===== config.mk =====
export PLATFORM = sky130hd
export DESIGN_NAME = driver_protection_clock_supervisor
export DESIGN_NICKNAME = d
export VERILOG_FILES = /design/src/include/supervisor_pkg.sv /design/src/hw/driver_protection_clock_supervisor.sv /design/src/hw/standstill_timer.sv
export SDC_FILE = /design/constraint.sdc
export NUM_CORES = 1
export LEC_CHECK = 0
export BUFFER_PORTS_ARGS = -buffer_cell sky130_fd_sc_hd__buf_4
export CAP_MARGIN = 20
export CORE_MARGIN = 1
export CORE_UTILIZATION = 46
export CTS_CLUSTER_SIZE = 10
export DETAILED_ROUTE_END_ITERATION = 16
export GPL_TIMING_DRIVEN = 0
export HOLD_SLACK_MARGIN = 0.06
export PLACE_DENSITY = 0.74
export SYNTH_ARGS = -nofsm -noshare
export SYNTH_HDL_FRONTEND = slang
export SYNTH_HIERARCHICAL = 1
export SYNTH_SLANG_ARGS = --single-unit

===== constraint.sdc =====
create_clock -name ref_clk -period 2.2 [get_ports ref_clk]
set_clock_uncertainty 0.15 [all_clocks]
set_input_delay 0.44 -clock ref_clk [delete_from_list [all_inputs] [get_ports ref_clk]]
set_output_delay 0.44 -clock ref_clk [all_outputs]
set_load 0.03 [all_outputs]

===== src/include/supervisor_pkg.sv =====
// Shared constants and types for the driver protection and clock supervisor.
package supervisor_pkg;

	// Register bus widths.
	localparam int ADDR_W = 8;
	localparam int DATA_W = 32;

	// Register byte offsets.
	localparam logic [7:0] OFF_CONFIG = 8'h00;
	localparam logic [7:0] OFF_RESPONSE = 8'h04;
	localparam logic [7:0] OFF_INT_STATUS = 8'h08;
	localparam logic [7:0] OFF_INT_MASK = 8'h0c;
	localparam logic [7:0] OFF_DRIVE = 8'h10;

	// Widths of the configuration fields.
	localparam int SCALE_W = 5;
	localparam int CHOP_OFF_W = 4;
	localparam int SLOPE_W = 2;

	// High-side slope codes; the middle two follow temperature.
	localparam logic [1:0] SLOPE_MIN = 2'h0;
	localparam logic [1:0] SLOPE_MIN_TC = 2'h1;
	localparam logic [1:0] SLOPE_MED_TC = 2'h2;
	localparam logic [1:0] SLOPE_MAX = 2'h3;

	// Chopper off-time value that switches the bridges off.
	localparam logic [3:0] CHOP_OFF_ZERO = 4'h0;

	// Configuration word, held in the low bits of CONFIG.
	typedef struct packed {
		logic [SCALE_W-1:0] current_scale;
		logic s2g_disable;
		logic [CHOP_OFF_W-1:0] chopper_off_time;
		logic [SLOPE_W-1:0] high_side_slope_setting;
	} cfg_t;

	// Everything in the configuration word is zero after reset.
	localparam cfg_t CFG_RESET = '0;

	// Status word returned at RESPONSE.
	typedef struct packed {
		logic ext_clk_select;
		logic standstill_flag;
		logic overtemp_shutdown_flag;
		logic overtemp_warning_flag;
		logic [SCALE_W-1:0] actual_current_scale_readback;
	} resp_t;

	// Interrupt event bits, same layout in status and mask.
	localparam int EV_N = 4;
	localparam int EV_WARN = 0;
	localparam int EV_SHUT = 1;
	localparam int EV_STANDSTILL = 2;
	localparam int EV_UNDERVOLT = 3;
	localparam logic [EV_N-1:0] EV_RESET = 4'h0;

	// Clock source, one-hot.
	typedef enum logic [1:0] {
		CLK_OSC = 2'b01,
		CLK_EXT = 2'b10
	} clk_src_t;

	// Standstill delay after the last step, in system clocks.
	localparam int STANDSTILL_CLOCKS = 32'h0010_0000;

endpackage


===== src/hw/driver_protection_clock_supervisor.sv =====
// Protection, reset and clock supervision for a stepper motor driver.
`timescale 1ns/1ps

// How it works
// - Warning flag follows the 100 C comparator.
// - At 150 C disable bridges, set shutdown.
// - Compensated slope gains one step when warm.
// - Codes 1 and 2 compensated; 0,3 fixed.
// - Undervoltage resets logic, switches off bridges.
// - Undervoltage clears configuration to zero.
// - Undervoltage gives zero responses, no passthrough.
// - Current scale reads zero after undervoltage.
// - Power-up holds serial unit, ignores accesses.
// - Runs from oscillator, accepts external clock.
// - First clock pin high selects external, permanently.
// - No fallback to oscillator once switched.
// - Short protection works without a clock.
// - Standstill flag after fixed clocks idle.
// - Disable input or zero off-time stops bridges.
module driver_protection_clock_supervisor #(
	parameter int STANDSTILL_COUNT = supervisor_pkg::STANDSTILL_CLOCKS
) (
	input wire logic ref_clk,
	input wire logic rst_n,
	input wire logic [supervisor_pkg::ADDR_W-1:0] reg_addr,
	input wire logic [supervisor_pkg::DATA_W-1:0] reg_wdata,
	input wire logic reg_wr,
	input wire logic reg_rd,
	output logic [supervisor_pkg::DATA_W-1:0] reg_rdata,
	input wire logic die_over_warn,
	input wire logic die_over_shut,
	input wire logic uv_logic_supply,
	input wire logic uv_motor_supply,
	input wire logic output_disable_input,
	input wire logic step_pulse,
	input wire logic clk_pin_level,
	input wire logic [1:0] short_detect,
	input wire logic sdi,
	input wire logic shift_sdo,
	output logic shift_sdi,
	output logic sdo,
	output logic serial_unit_reset,
	output logic bridge_enable,
	output logic [1:0] short_shutoff,
	output logic [supervisor_pkg::SLOPE_W-1:0] high_side_drive_code,
	output logic osc_enable,
	output logic ext_clk_select,
	output logic overtemp_warning_flag,
	output logic overtemp_shutdown_flag,
	output logic standstill_flag,
	output logic [supervisor_pkg::SCALE_W-1:0] actual_current_scale_readback,
	output logic irq
);

	// True when a bus address selects the given register.
	function automatic logic reg_hit(
		input logic [supervisor_pkg::ADDR_W-1:0] addr,
		input logic [supervisor_pkg::ADDR_W-1:0] offset
	);
		return addr == offset;
	endfunction

	// Either supply low counts as undervoltage.
	logic uv_any;

	// Serial unit held while starting up or in undervoltage.
	logic hold_ff;

	// Bus accesses only count when the serial unit runs.
	logic access_ok;

	// Configuration register and its next value.
	supervisor_pkg::cfg_t cfg_ff;
	supervisor_pkg::cfg_t nxt_cfg;

	// Temperature flags.
	logic warn_ff;
	logic shut_ff;

	// Previous values for edge events.
	logic warn_q_ff;
	logic shut_q_ff;
	logic still_q_ff;
	logic uv_q_ff;

	// Standstill level from the timer.
	logic still;

	// Clock source state.
	supervisor_pkg::clk_src_t clk_src_ff;
	supervisor_pkg::clk_src_t nxt_clk_src;

	// Interrupt status, mask and event pulses.
	logic [supervisor_pkg::EV_N-1:0] int_stat_ff;
	logic [supervisor_pkg::EV_N-1:0] int_mask_ff;
	logic [supervisor_pkg::EV_N-1:0] events;

	// Effective high-side drive code.
	logic [supervisor_pkg::SLOPE_W-1:0] nxt_drive;
	logic [supervisor_pkg::SLOPE_W-1:0] drive_ff;

	// Bridge permission and read data.
	logic bridge_ff;
	logic [supervisor_pkg::DATA_W-1:0] rdata_ff;
	logic [supervisor_pkg::DATA_W-1:0] nxt_rdata;
	supervisor_pkg::resp_t resp;

	// Supplies are sampled as synchronous levels.
	assign uv_any = uv_logic_supply | uv_motor_supply;

	// The serial unit stays in reset during power-up and undervoltage.
	// It is a flop, so the first access counts one edge after release.
	always_ff @(posedge ref_clk) begin
		if (!rst_n) begin
			hold_ff <= 1'b1;
		end else begin
			hold_ff <= uv_any;
		end
	end

	// Accesses during the hold are dropped, not delayed.
	assign access_ok = !hold_ff && !uv_any;
	assign serial_unit_reset = hold_ff;

	// Next configuration: a write to CONFIG replaces the whole word.
	always_comb begin
		nxt_cfg = cfg_ff;
		if (reg_wr && access_ok) begin
			if (reg_hit(reg_addr, supervisor_pkg::OFF_CONFIG)) begin
				nxt_cfg = supervisor_pkg::cfg_t'(
					reg_wdata[$bits(supervisor_pkg::cfg_t)-1:0]);
			end
		end
	end

	// Undervoltage wipes the configuration, so the host sees scale 0.
	always_ff @(posedge ref_clk) begin
		if (!rst_n || uv_any) begin
			cfg_ff <= supervisor_pkg::CFG_RESET;
		end else begin
			cfg_ff <= nxt_cfg;
		end
	end

	// Warning follows the comparator level while above threshold.
	always_ff @(posedge ref_clk) begin
		if (!rst_n || uv_any) begin
			warn_ff <= 1'b0;
		end else begin
			warn_ff <= die_over_warn;
		end
	end

	// Shutdown latches at the high threshold and is released only
	// once the die is below the warning level too. This hysteresis
	// stops the bridges from toggling around the shutdown point.
	always_ff @(posedge ref_clk) begin
		if (!rst_n || uv_any) begin
			shut_ff <= 1'b0;
		end else if (die_over_shut) begin
			shut_ff <= 1'b1;
		end else if (!die_over_warn) begin
			shut_ff <= 1'b0;
		end
	end

	// Edge history for interrupt events.
	always_ff @(posedge ref_clk) begin
		if (!rst_n) begin
			warn_q_ff <= 1'b0;
			shut_q_ff <= 1'b0;
			still_q_ff <= 1'b0;
			uv_q_ff <= 1'b0;
		end else begin
			warn_q_ff <= warn_ff;
			shut_q_ff <= shut_ff;
			still_q_ff <= still;
			uv_q_ff <= uv_any;
		end
	end

	// Rising edges of each condition are the events.
	assign events[supervisor_pkg::EV_WARN] = warn_ff && !warn_q_ff;
	assign events[supervisor_pkg::EV_SHUT] = shut_ff && !shut_q_ff;
	assign events[supervisor_pkg::EV_STANDSTILL] = still && !still_q_ff;
	assign events[supervisor_pkg::EV_UNDERVOLT] = uv_any && !uv_q_ff;

	// Temperature compensation: the two compensated codes step up by
	// one while warm; the fixed codes ignore temperature.
	always_comb begin
		nxt_drive = cfg_ff.high_side_slope_setting;
		case (cfg_ff.high_side_slope_setting)
			supervisor_pkg::SLOPE_MIN_TC: begin
				if (warn_ff) begin
					nxt_drive = supervisor_pkg::SLOPE_MED_TC;
				end
			end
			supervisor_pkg::SLOPE_MED_TC: begin
				if (warn_ff) begin
					nxt_drive = supervisor_pkg::SLOPE_MAX;
				end
			end
			default: begin
				nxt_drive = cfg_ff.high_side_slope_setting;
			end
		endcase
	end

	// Registered so the gate driver code never glitches.
	always_ff @(posedge ref_clk) begin
		if (!rst_n) begin
			drive_ff <= supervisor_pkg::SLOPE_MIN;
		end else begin
			drive_ff <= nxt_drive;
		end
	end

	// Bridges run only when nothing forbids them. A zero off-time and
	// the disable pin act alike, whatever else is configured.
	always_ff @(posedge ref_clk) begin
		if (!rst_n || uv_any) begin
			bridge_ff <= 1'b0;
		end else begin
			bridge_ff <= !shut_ff &&
				!output_disable_input &&
				(cfg_ff.chopper_off_time != supervisor_pkg::CHOP_OFF_ZERO) &&
				(short_shutoff == 2'h0);
		end
	end

	// The bridge gate also takes the pin and undervoltage directly,
	// so power stages drop without waiting for a clock edge.
	assign bridge_enable = bridge_ff && !output_disable_input && !uv_any;

	// Short protection is pure gating; it needs no running clock.
	// The disable bit is held state and keeps its value unclocked.
	assign short_shutoff = short_detect & {2{!cfg_ff.s2g_disable}};

	// Clock source: the first high on the clock pin moves to the
	// external clock for good. There is no path back, so if that
	// clock stops the device simply stops; the host must switch the
	// bridges off first.
	always_comb begin
		nxt_clk_src = clk_src_ff;
		case (clk_src_ff)
			supervisor_pkg::CLK_OSC: begin
				if (clk_pin_level) begin
					nxt_clk_src = supervisor_pkg::CLK_EXT;
				end
			end
			supervisor_pkg::CLK_EXT: begin
				nxt_clk_src = supervisor_pkg::CLK_EXT;
			end
			default: begin
				nxt_clk_src = supervisor_pkg::CLK_OSC;
			end
		endcase
	end

	// Only a full reset returns to the oscillator; undervoltage
	// does not, since the pin choice is a board property.
	always_ff @(posedge ref_clk) begin
		if (!rst_n) begin
			clk_src_ff <= supervisor_pkg::CLK_OSC;
		end else begin
			clk_src_ff <= nxt_clk_src;
		end
	end

	assign osc_enable = (clk_src_ff == supervisor_pkg::CLK_OSC);
	assign ext_clk_select = (clk_src_ff == supervisor_pkg::CLK_EXT);

	// Standstill timer; undervoltage restarts it.
	standstill_timer #(
		.COUNT(STANDSTILL_COUNT)
	) u_standstill (
		.ref_clk(ref_clk),
		.rst_n(rst_n),
		.clear(uv_any),
		.step_pulse(step_pulse),
		.standstill(still)
	);

	// Interrupt status: each bit is sticky, one clears it, and a new
	// event in the clearing cycle wins. These survive undervoltage on
	// purpose, so software can still learn that one happened.
	genvar gi;
	generate
		for (gi = 0; gi < supervisor_pkg::EV_N; gi++) begin : g_int
			always_ff @(posedge ref_clk) begin
				if (!rst_n) begin
					int_stat_ff[gi] <= supervisor_pkg::EV_RESET[gi];
				end else if (events[gi]) begin
					int_stat_ff[gi] <= 1'b1;
				end else if (reg_wr && access_ok &&
					reg_hit(reg_addr, supervisor_pkg::OFF_INT_STATUS) &&
					reg_wdata[gi]) begin
					int_stat_ff[gi] <= 1'b0;
				end
			end
		end
	endgenerate

	// Mask register: a one lets that event drive the interrupt.
	always_ff @(posedge ref_clk) begin
		if (!rst_n) begin
			int_mask_ff <= supervisor_pkg::EV_RESET;
		end else if (reg_wr && access_ok &&
			reg_hit(reg_addr, supervisor_pkg::OFF_INT_MASK)) begin
			int_mask_ff <= reg_wdata[supervisor_pkg::EV_N-1:0];
		end
	end

	// Level interrupt while any unmasked status bit is set.
	assign irq = |(int_stat_ff & int_mask_ff);

	// Response word as the host sees it.
	always_comb begin
		resp.ext_clk_select = ext_clk_select;
		resp.standstill_flag = still;
		resp.overtemp_shutdown_flag = shut_ff;
		resp.overtemp_warning_flag = warn_ff;
		resp.actual_current_scale_readback = cfg_ff.current_scale;
	end

	// Read decode. Unmapped addresses read as zero, and so does every
	// read while the serial unit is held.
	always_comb begin
		nxt_rdata = '0;
		if (reg_rd && access_ok) begin
			if (reg_hit(reg_addr, supervisor_pkg::OFF_CONFIG)) begin
				nxt_rdata[$bits(supervisor_pkg::cfg_t)-1:0] = cfg_ff;
			end else if (reg_hit(reg_addr, supervisor_pkg::OFF_RESPONSE)) begin
				nxt_rdata[$bits(supervisor_pkg::resp_t)-1:0] = resp;
			end else if (reg_hit(reg_addr, supervisor_pkg::OFF_INT_STATUS)) begin
				nxt_rdata[supervisor_pkg::EV_N-1:0] = int_stat_ff;
			end else if (reg_hit(reg_addr, supervisor_pkg::OFF_INT_MASK)) begin
				nxt_rdata[supervisor_pkg::EV_N-1:0] = int_mask_ff;
			end else if (reg_hit(reg_addr, supervisor_pkg::OFF_DRIVE)) begin
				nxt_rdata[supervisor_pkg::SLOPE_W-1:0] = drive_ff;
			end else begin
				nxt_rdata = '0;
			end
		end
	end

	// Read data stand in the cycle after the strobe only.
	always_ff @(posedge ref_clk) begin
		if (!rst_n) begin
			rdata_ff <= '0;
		end else if (uv_any) begin
			rdata_ff <= '0;
		end else begin
			rdata_ff <= nxt_rdata;
		end
	end

	// Serial path: during the hold nothing enters or leaves the shift
	// register, so a probing host sees only zeros.
	assign shift_sdi = sdi && !hold_ff && !uv_any;
	assign sdo = shift_sdo && !hold_ff && !uv_any;

	// Outputs.
	assign reg_rdata = rdata_ff;
	assign high_side_drive_code = drive_ff;
	assign overtemp_warning_flag = warn_ff;
	assign overtemp_shutdown_flag = shut_ff;
	assign standstill_flag = still;
	assign actual_current_scale_readback = cfg_ff.current_scale;

endmodule


===== src/hw/standstill_timer.sv =====
// Standstill timer: counts clocks since the last step pulse.
`timescale 1ns/1ps

module standstill_timer #(
	parameter int COUNT = supervisor_pkg::STANDSTILL_CLOCKS
) (
	input wire logic ref_clk,
	input wire logic rst_n,
	input wire logic clear,
	input wire logic step_pulse,
	output logic standstill
);

	// Just wide enough that the terminal value COUNT fits.
	localparam int CNT_W = $clog2(COUNT + 1);
	localparam logic [CNT_W-1:0] CNT_END = CNT_W'(COUNT);
	localparam logic [CNT_W-1:0] CNT_ONE = CNT_W'(1);

	logic [CNT_W-1:0] cnt_ff; // Clocks since the last step.
	logic [CNT_W-1:0] nxt_cnt;
	logic done_ff; // Standstill reached.

	// Saturate at the end value so the flag cannot wrap back off.
	always_comb begin
		if (cnt_ff == CNT_END) begin
			nxt_cnt = cnt_ff;
		end else begin
			nxt_cnt = cnt_ff + CNT_ONE;
		end
	end

	// A step restarts the count; clear also holds it at zero.
	always_ff @(posedge ref_clk) begin
		if (!rst_n || clear || step_pulse) begin
			cnt_ff <= '0;
			done_ff <= 1'b0;
		end else begin
			cnt_ff <= nxt_cnt;
			done_ff <= (nxt_cnt == CNT_END);
		end
	end

	assign standstill = done_ff;

endmodule


# == Word-level counts from Yosys, hierarchy flattened ==
# Index checks and enable logic that the tools add are counted.
# word_totals
inputBits,55
elab_cells,110
reg_bits,86
out_inout_bits,51
# op_classes
n_addsub,1
muxes,21
eq_ne,12
bitwise_logic,6
reduce_logical,46
# ops
cell,n
"21-bit == test, second input constant",2
1-bit logical AND,22
"21-bit by 1-bit adder with 21-bit output, second input constant",1
21-bit two-way mux,1
"8-bit by 4-bit == test with 1-bit output, second input constant",2
12-bit two-way mux,1
1-bit logical NOT,10
1-bit two-way mux,10
9-bit two-way mux,1
"8-bit by 3-bit == test with 1-bit output, second input constant",1
"8-bit by 5-bit == test with 1-bit output, second input constant",1
8-bit logical NOT,1
2-bit two-way mux,4
4-bit two-way mux,2
2-bit case mux with 2 select lines,2
2-bit nonzero test,4
4-bit OR reduction,2
4-bit AND,1
"2-bit by 1-bit == test with 1-bit output, second input constant",2
"2-bit == test, second input constant",2
4-bit nonzero test,1
1-bit inverter,3
3-bit OR reduction,1
2-bit AND,1
other kinds (7),8

# == Longest topological paths before layout ==
# depth
word_depth,8
mapped_depth,8
ltp_nobuf,7

# == Cells and area by module ==
# Netlist, hierarchy kept.
# modules_own_cells
module,n_inst,area_each_um2,cells_per_inst,seq_area_each_um2
driver_protection_clock_supervisor,1,2047.0,220,880.8
standstill_timer,1,1280.0,152,440.4

# == Worst setup path after synthesis ==
# No wires, ideal clock.
# synth_timing
path_type,input to output
startpoint,input port uv_motor_supply
endpoint,output port bridge_enable
t_arrival_ns,1.464
path_stages,3
required_time_ns,1.610
setup_slack_ns,0.146
path_buffers,0
path_cell_list,nor2_1 -> inv_1 -> nor3b_1
# synth_via
elab_chain_len,3
# synth_rtl
element,line,rtl
"start, declared",driver_protection_clock_supervisor.sv:33,"input wire logic uv_motor_supply,"
1-bit bitwise OR,driver_protection_clock_supervisor.sv:109,assign uv_any = uv_logic_supply | uv_motor_supply;
named net uv_any,driver_protection_clock_supervisor.sv:64,logic uv_any;
1-bit logical NOT,driver_protection_clock_supervisor.sv:233,assign bridge_enable = bridge_ff && !output_disable_input && !uv_any;
1-bit logical AND,driver_protection_clock_supervisor.sv:233,
"end, declared",driver_protection_clock_supervisor.sv:43,"output logic bridge_enable,"
# The timed path passes the listed nets, and every way through them passes these cells.

# == Final worst setup path ==
# layout_timing
startpoint,register u_standstill.cnt_ff[9]
endpoint,register u_standstill.done_ff (netlist: u_standstill/standstill)
# layout_via
elab_chain_len,3
word_cells_on_any_way,4
classes_between,1 x add/sub; 2 x eq/ne; 1 x mux
# layout_rtl
element,line,rtl
"start, declared",standstill_timer.sv:19,logic [CNT_W-1:0] cnt_ff;
"start signal, assigned",standstill_timer.sv:38,cnt_ff <= nxt_cnt;
21-bit by 1-bit adder with 21-bit output or 21-bit == test (tied branches),"standstill_timer.sv:28, standstill_timer.sv:25",
21-bit two-way mux *,standstill_timer.sv:25,if (cnt_ff == CNT_END) begin
21-bit == test *,standstill_timer.sv:39,done_ff <= (nxt_cnt == CNT_END);
"end signal, assigned",standstill_timer.sv:39,
"end, declared",standstill_timer.sv:21,logic done_ff;
# Mark *: on every way between the ends. The rest lies on a longest branch, timed or not.
# A chain may end at the register's enable or synchronous reset.

==> results.tsv <==
stage	metric	value	unit
synthesis	Synth Flop Type	dfxtp_1	
synthesis	register bit total from synthesis	66	
clocking	H-tree depth	3	
synthesis	Synth async-reset ratio	0	%
setup_path	Arrival @ worst endpoint	2.17	ns
synthesis	Synth Area in Compound Gates	8.01	%
timing	Relative slew margins	65.2	%
clocking	CTS tree	done	
timing	final hold violations	0	
route	vias	2808	
final_layout	Final #Nets	528	
floorplan	I/O pins	106	
power	total power draw	2.59	mW
synthesis	post-synthesis adder-cell area fraction	2.26	%
clocking	worst-case clock buffer depth	2	
final_layout	synth-to-layout area growth	27.8	%
placed_design	gpl congestion	0.866	
timing	final critical-path required period	2.08	ns
placed_design	final HPWL from detailed placement	5510	µm
route	Pre-antenna DRT Iters	4	
power	Clock power frac	39.7	%
synthesis	Syn Area/Cell	8.94	µm²
final_layout	antenna fix cells	0	
outcome	status	finished clean	
clocking	Clk pin slew, worst setup/hold paths	0.07	ns
floorplan	initial core utilization	48.2	%
clocking	CTS buffer count	9	
setup_path	worst path required time	2.29	ns
setup_path	kind of critical path	flop to flop	
power	Peak VDD IR	0.466	mV
synthesis	Synthesis Warnings	6	
final_layout	final core utilization	61.5	%
setup_path	Worst setup EP type	flop	
floorplan	Die W	87.0	µm
timing	Tcrit/Tclk final	94.7	%
grt	initial antenna violation count	0	
grt	GRT overflow	0	
route	final WL	7290	µm
setup_path	CP max FO	7	
power	Leak	1.88	nW
route	initial DRC count	80	
synthesis	XOR/XNOR Fraction of Synth Area	6.32	%
clocking	Root Driver	clkbuf_8	
synthesis	Synth Area in Simple Gates	27.0	%
grt	vias in the first global route	2485	
grt	global-route wire length before repair	11300	µm
placed_design	PortBufs	64	
route	remaining antenna violation count	0	
final_layout	share of cells above drive strength 1	30.7	%
timing	Fmax	480	MHz
final_layout	fin area	0.00425	mm²
clocking	worst skew pair latency	0.34	ns
clocking	clock sink count	66	
placed_design	Placed Instance Area	0.00400	mm²
synthesis	Mapped Cells	372	
synthesis	Unique masters post-synth	55	
synthesis	sequential element share of the synthesized area	39.7	%
synthesis	area share of the largest cell type after synthesis	39.7	%
timing	Worst Tran Pin Value	0.522	ns
power	Int Power	1.91	mW
grt	Total GRT Usage	19.3	%
synthesis	mux contribution to synthesized area	6.92	%
timing	fin. max-slew vios	0	
floorplan	number of cell rows	30	
final_layout	Filler cells	603	
route	vias per inst	4.94	
floorplan	Die Ht	87.0	µm
synthesis	Area contributors post-synth	dfxtp_1, mux2i_1, buf_4	
route	drt wl/cell	12.8	µm
floorplan	Core Area	0.00691	mm²
synthesis	largest family of logic cells by synthesized area	simple AND/OR/NAND/NOR gates	
floorplan	Die Area	0.00758	mm²
power	share of power burned in registers	47.7	%
power	Combinational Power Share	12.6	%
worst_hold_path	worst min path class	input pin to flop	
synthesis	largest area contributor in the netlist	dfxtp_1	
power	Psw	676	µW
clocking	Post-CTS Hold Buffers	0	
route	DRC viols	0	
timing	# setup viols final	0	
grt	largest net degree at the start of global routing	13	
timing	Hold Slack	0.160	ns
run	Max Cap Violations	0	
synthesis	Post-synth EDFFs	0	
setup_path	Worst Setup Start Kind	flop	
power	Pwr Density	608	mW/mm²
power	Net Sw Frac	26.1	%
synthesis	synthesized area	0.00333	mm²
-- per-layer routing --
layer  part of all wire [%]  vias to the layer above  global-route usage, %
met5                      0                        -                      0
met1                     45                     1309                   23.0
met4                   0.55                        0                   6.21
li1                       -                     1421                      -
met2                     50                       74                   33.7
met3                    4.7                        4                   5.21
-- power by group through the flow --
stage	Sequential, mW	Clock [mW]	Combinational [mW]
2_1_floorplan	1.26	0	0.217
3_3_place_gp	1.26	0	0.318
3_5_place_dp	1.26	0	0.324
4_1_cts	1.23	1.04	0.325
5_1_grt	1.24	1.10	0.346
6_report	1.23	1.03	0.325
-- cell usage in the layout, fill, tap and decap left out, drive strengths merged, types with 6 or more instances in the layout --
cell type,n
buf,101
dfxtp,66
xor2,10
nand2,21
nor4,11
inv,10
nand3,16
nor2b,11
mux2i,23
conb,20
nor3,6
ha,6
clkbuf,17
a21oi,7
o21ai,11
and2,12
nor2,51
or3,6
and3,9
xnor2,14
-- per-stage QoR --
step	TNS, ns	setup WS, ns	instances
global route	-0.00670	-0.00670	568
finish	0	0.116	568
global placement	-0.0870	-0.0870	551
floorplan	0	0.146	391
CTS	0	0.00808	567
detailed placement	-0.0762	-0.0762	551
-- cell families (layout without fill, tap and decap cells) --
| group | count (synthesis) | count (layout) |
|---|---|---|
| and+or+nand+nor | 161 | 161 |
| DFF | 66 | 66 |
| buffers and inverters | 52 | 133 |
| AOI/OAI and AO/OA | 39 | 39 |
| xor gates and xnor gates | 24 | 24 |
| muxes | 23 | 23 |
| adders and majority gates | 6 | 6 |
| other | 1 | 20 |
-- synth_stat cells, types with 2 or more instances --
cell type,count
dfxtp_1,66
nor2_1,51
buf_4,29
mux2i_1,23
nand2_1,19
nand3_1,14
xnor2_1,14
nor2b_1,11
and2_1,10
o21ai_0,10
xor2_1,10
inv_1,9
a21oi_1,7
and3_1,7
nor4_1,7
buf_2,6
clkbuf_1,6
ha_1,6
nor3_1,6
a22oi_1,5
nand2b_1,5
nand4_1,4
or3_1,4
a31oi_1,3
o22ai_1,3
a2111oi_2,2
and4_1,2
nand2_2,2
nand3_2,2
nor3b_1,2
nor4_2,2
nor4_4,2
-- layout make-up --
type / instances / area [µm²] / area share [%]
Multi-Input combinational cell: 273 / 1790 / 42.2
Sequential cell: 66 / 1320 / 31.1
Timing Repair Buffer: 65 / 488 / 11.5
Buffer: 43 / 288 / 6.77
Clock buffer: 10 / 138 / 3.24
Tap cell: 96 / 120 / 2.83
Clock inverter: 6 / 65.1 / 1.53
Inverter: 9 / 33.8 / 0.795
-- critical path: stages (launching register included) --
cell	delay, ns
dfxtp_1	0.30
buf_4	0.15
or3_1	0.38
nor4_2	0.18
and4_1	0.20
buf_2	0.15
and3_1	0.18
o21ai_1	0.07
nor4_2	0.24
-- flip-flops by register name, summed over array words and instances (netlist names) --
name,cells
clk_src_ff,2
u_standstill/cnt_ff,21
overtemp_warning_flag,1
u_standstill/standstill,1
int_stat_ff,4
cfg_ff,7
actual_current_scale_readback,5
serial_unit_reset,1
int_mask_ff,4
bridge_ff,1
overtemp_shutdown_flag,1
uv_q_ff,1
warn_q_ff,1
reg_rdata,12
shut_q_ff,1
still_q_ff,1
high_side_drive_code,2
-- worst paths after layout --
kind                            cells after the start                                   to                              start  slack [ns]
worst max-delay path                                8   u_standstill/standstill$_SDFF_PP0_  u_standstill/cnt_ff[9]$_SDFF_PP0_        0.12
worst min-delay path                                3  overtemp_shutdown_flag$_SDFFE_PP0P_                      die_over_shut        0.16
worst max register to register                      8   u_standstill/standstill$_SDFF_PP0_  u_standstill/cnt_ff[9]$_SDFF_PP0_        0.12
worst min register to register                      2          int_mask_ff[3]$_SDFFE_PN0P_        int_mask_ff[3]$_SDFFE_PN0P_        0.34
-- timing repair --
| action | in CTS | in global routing |
|---|---|---|
| buffers inserted | 0 | 1 |
| gates resized for setup | 1 | 10 |
| pin swaps | 1 | 2 |
| endpoints found under the setup margin | 1 | 1 |
Power figures use the tool's default switching activity.
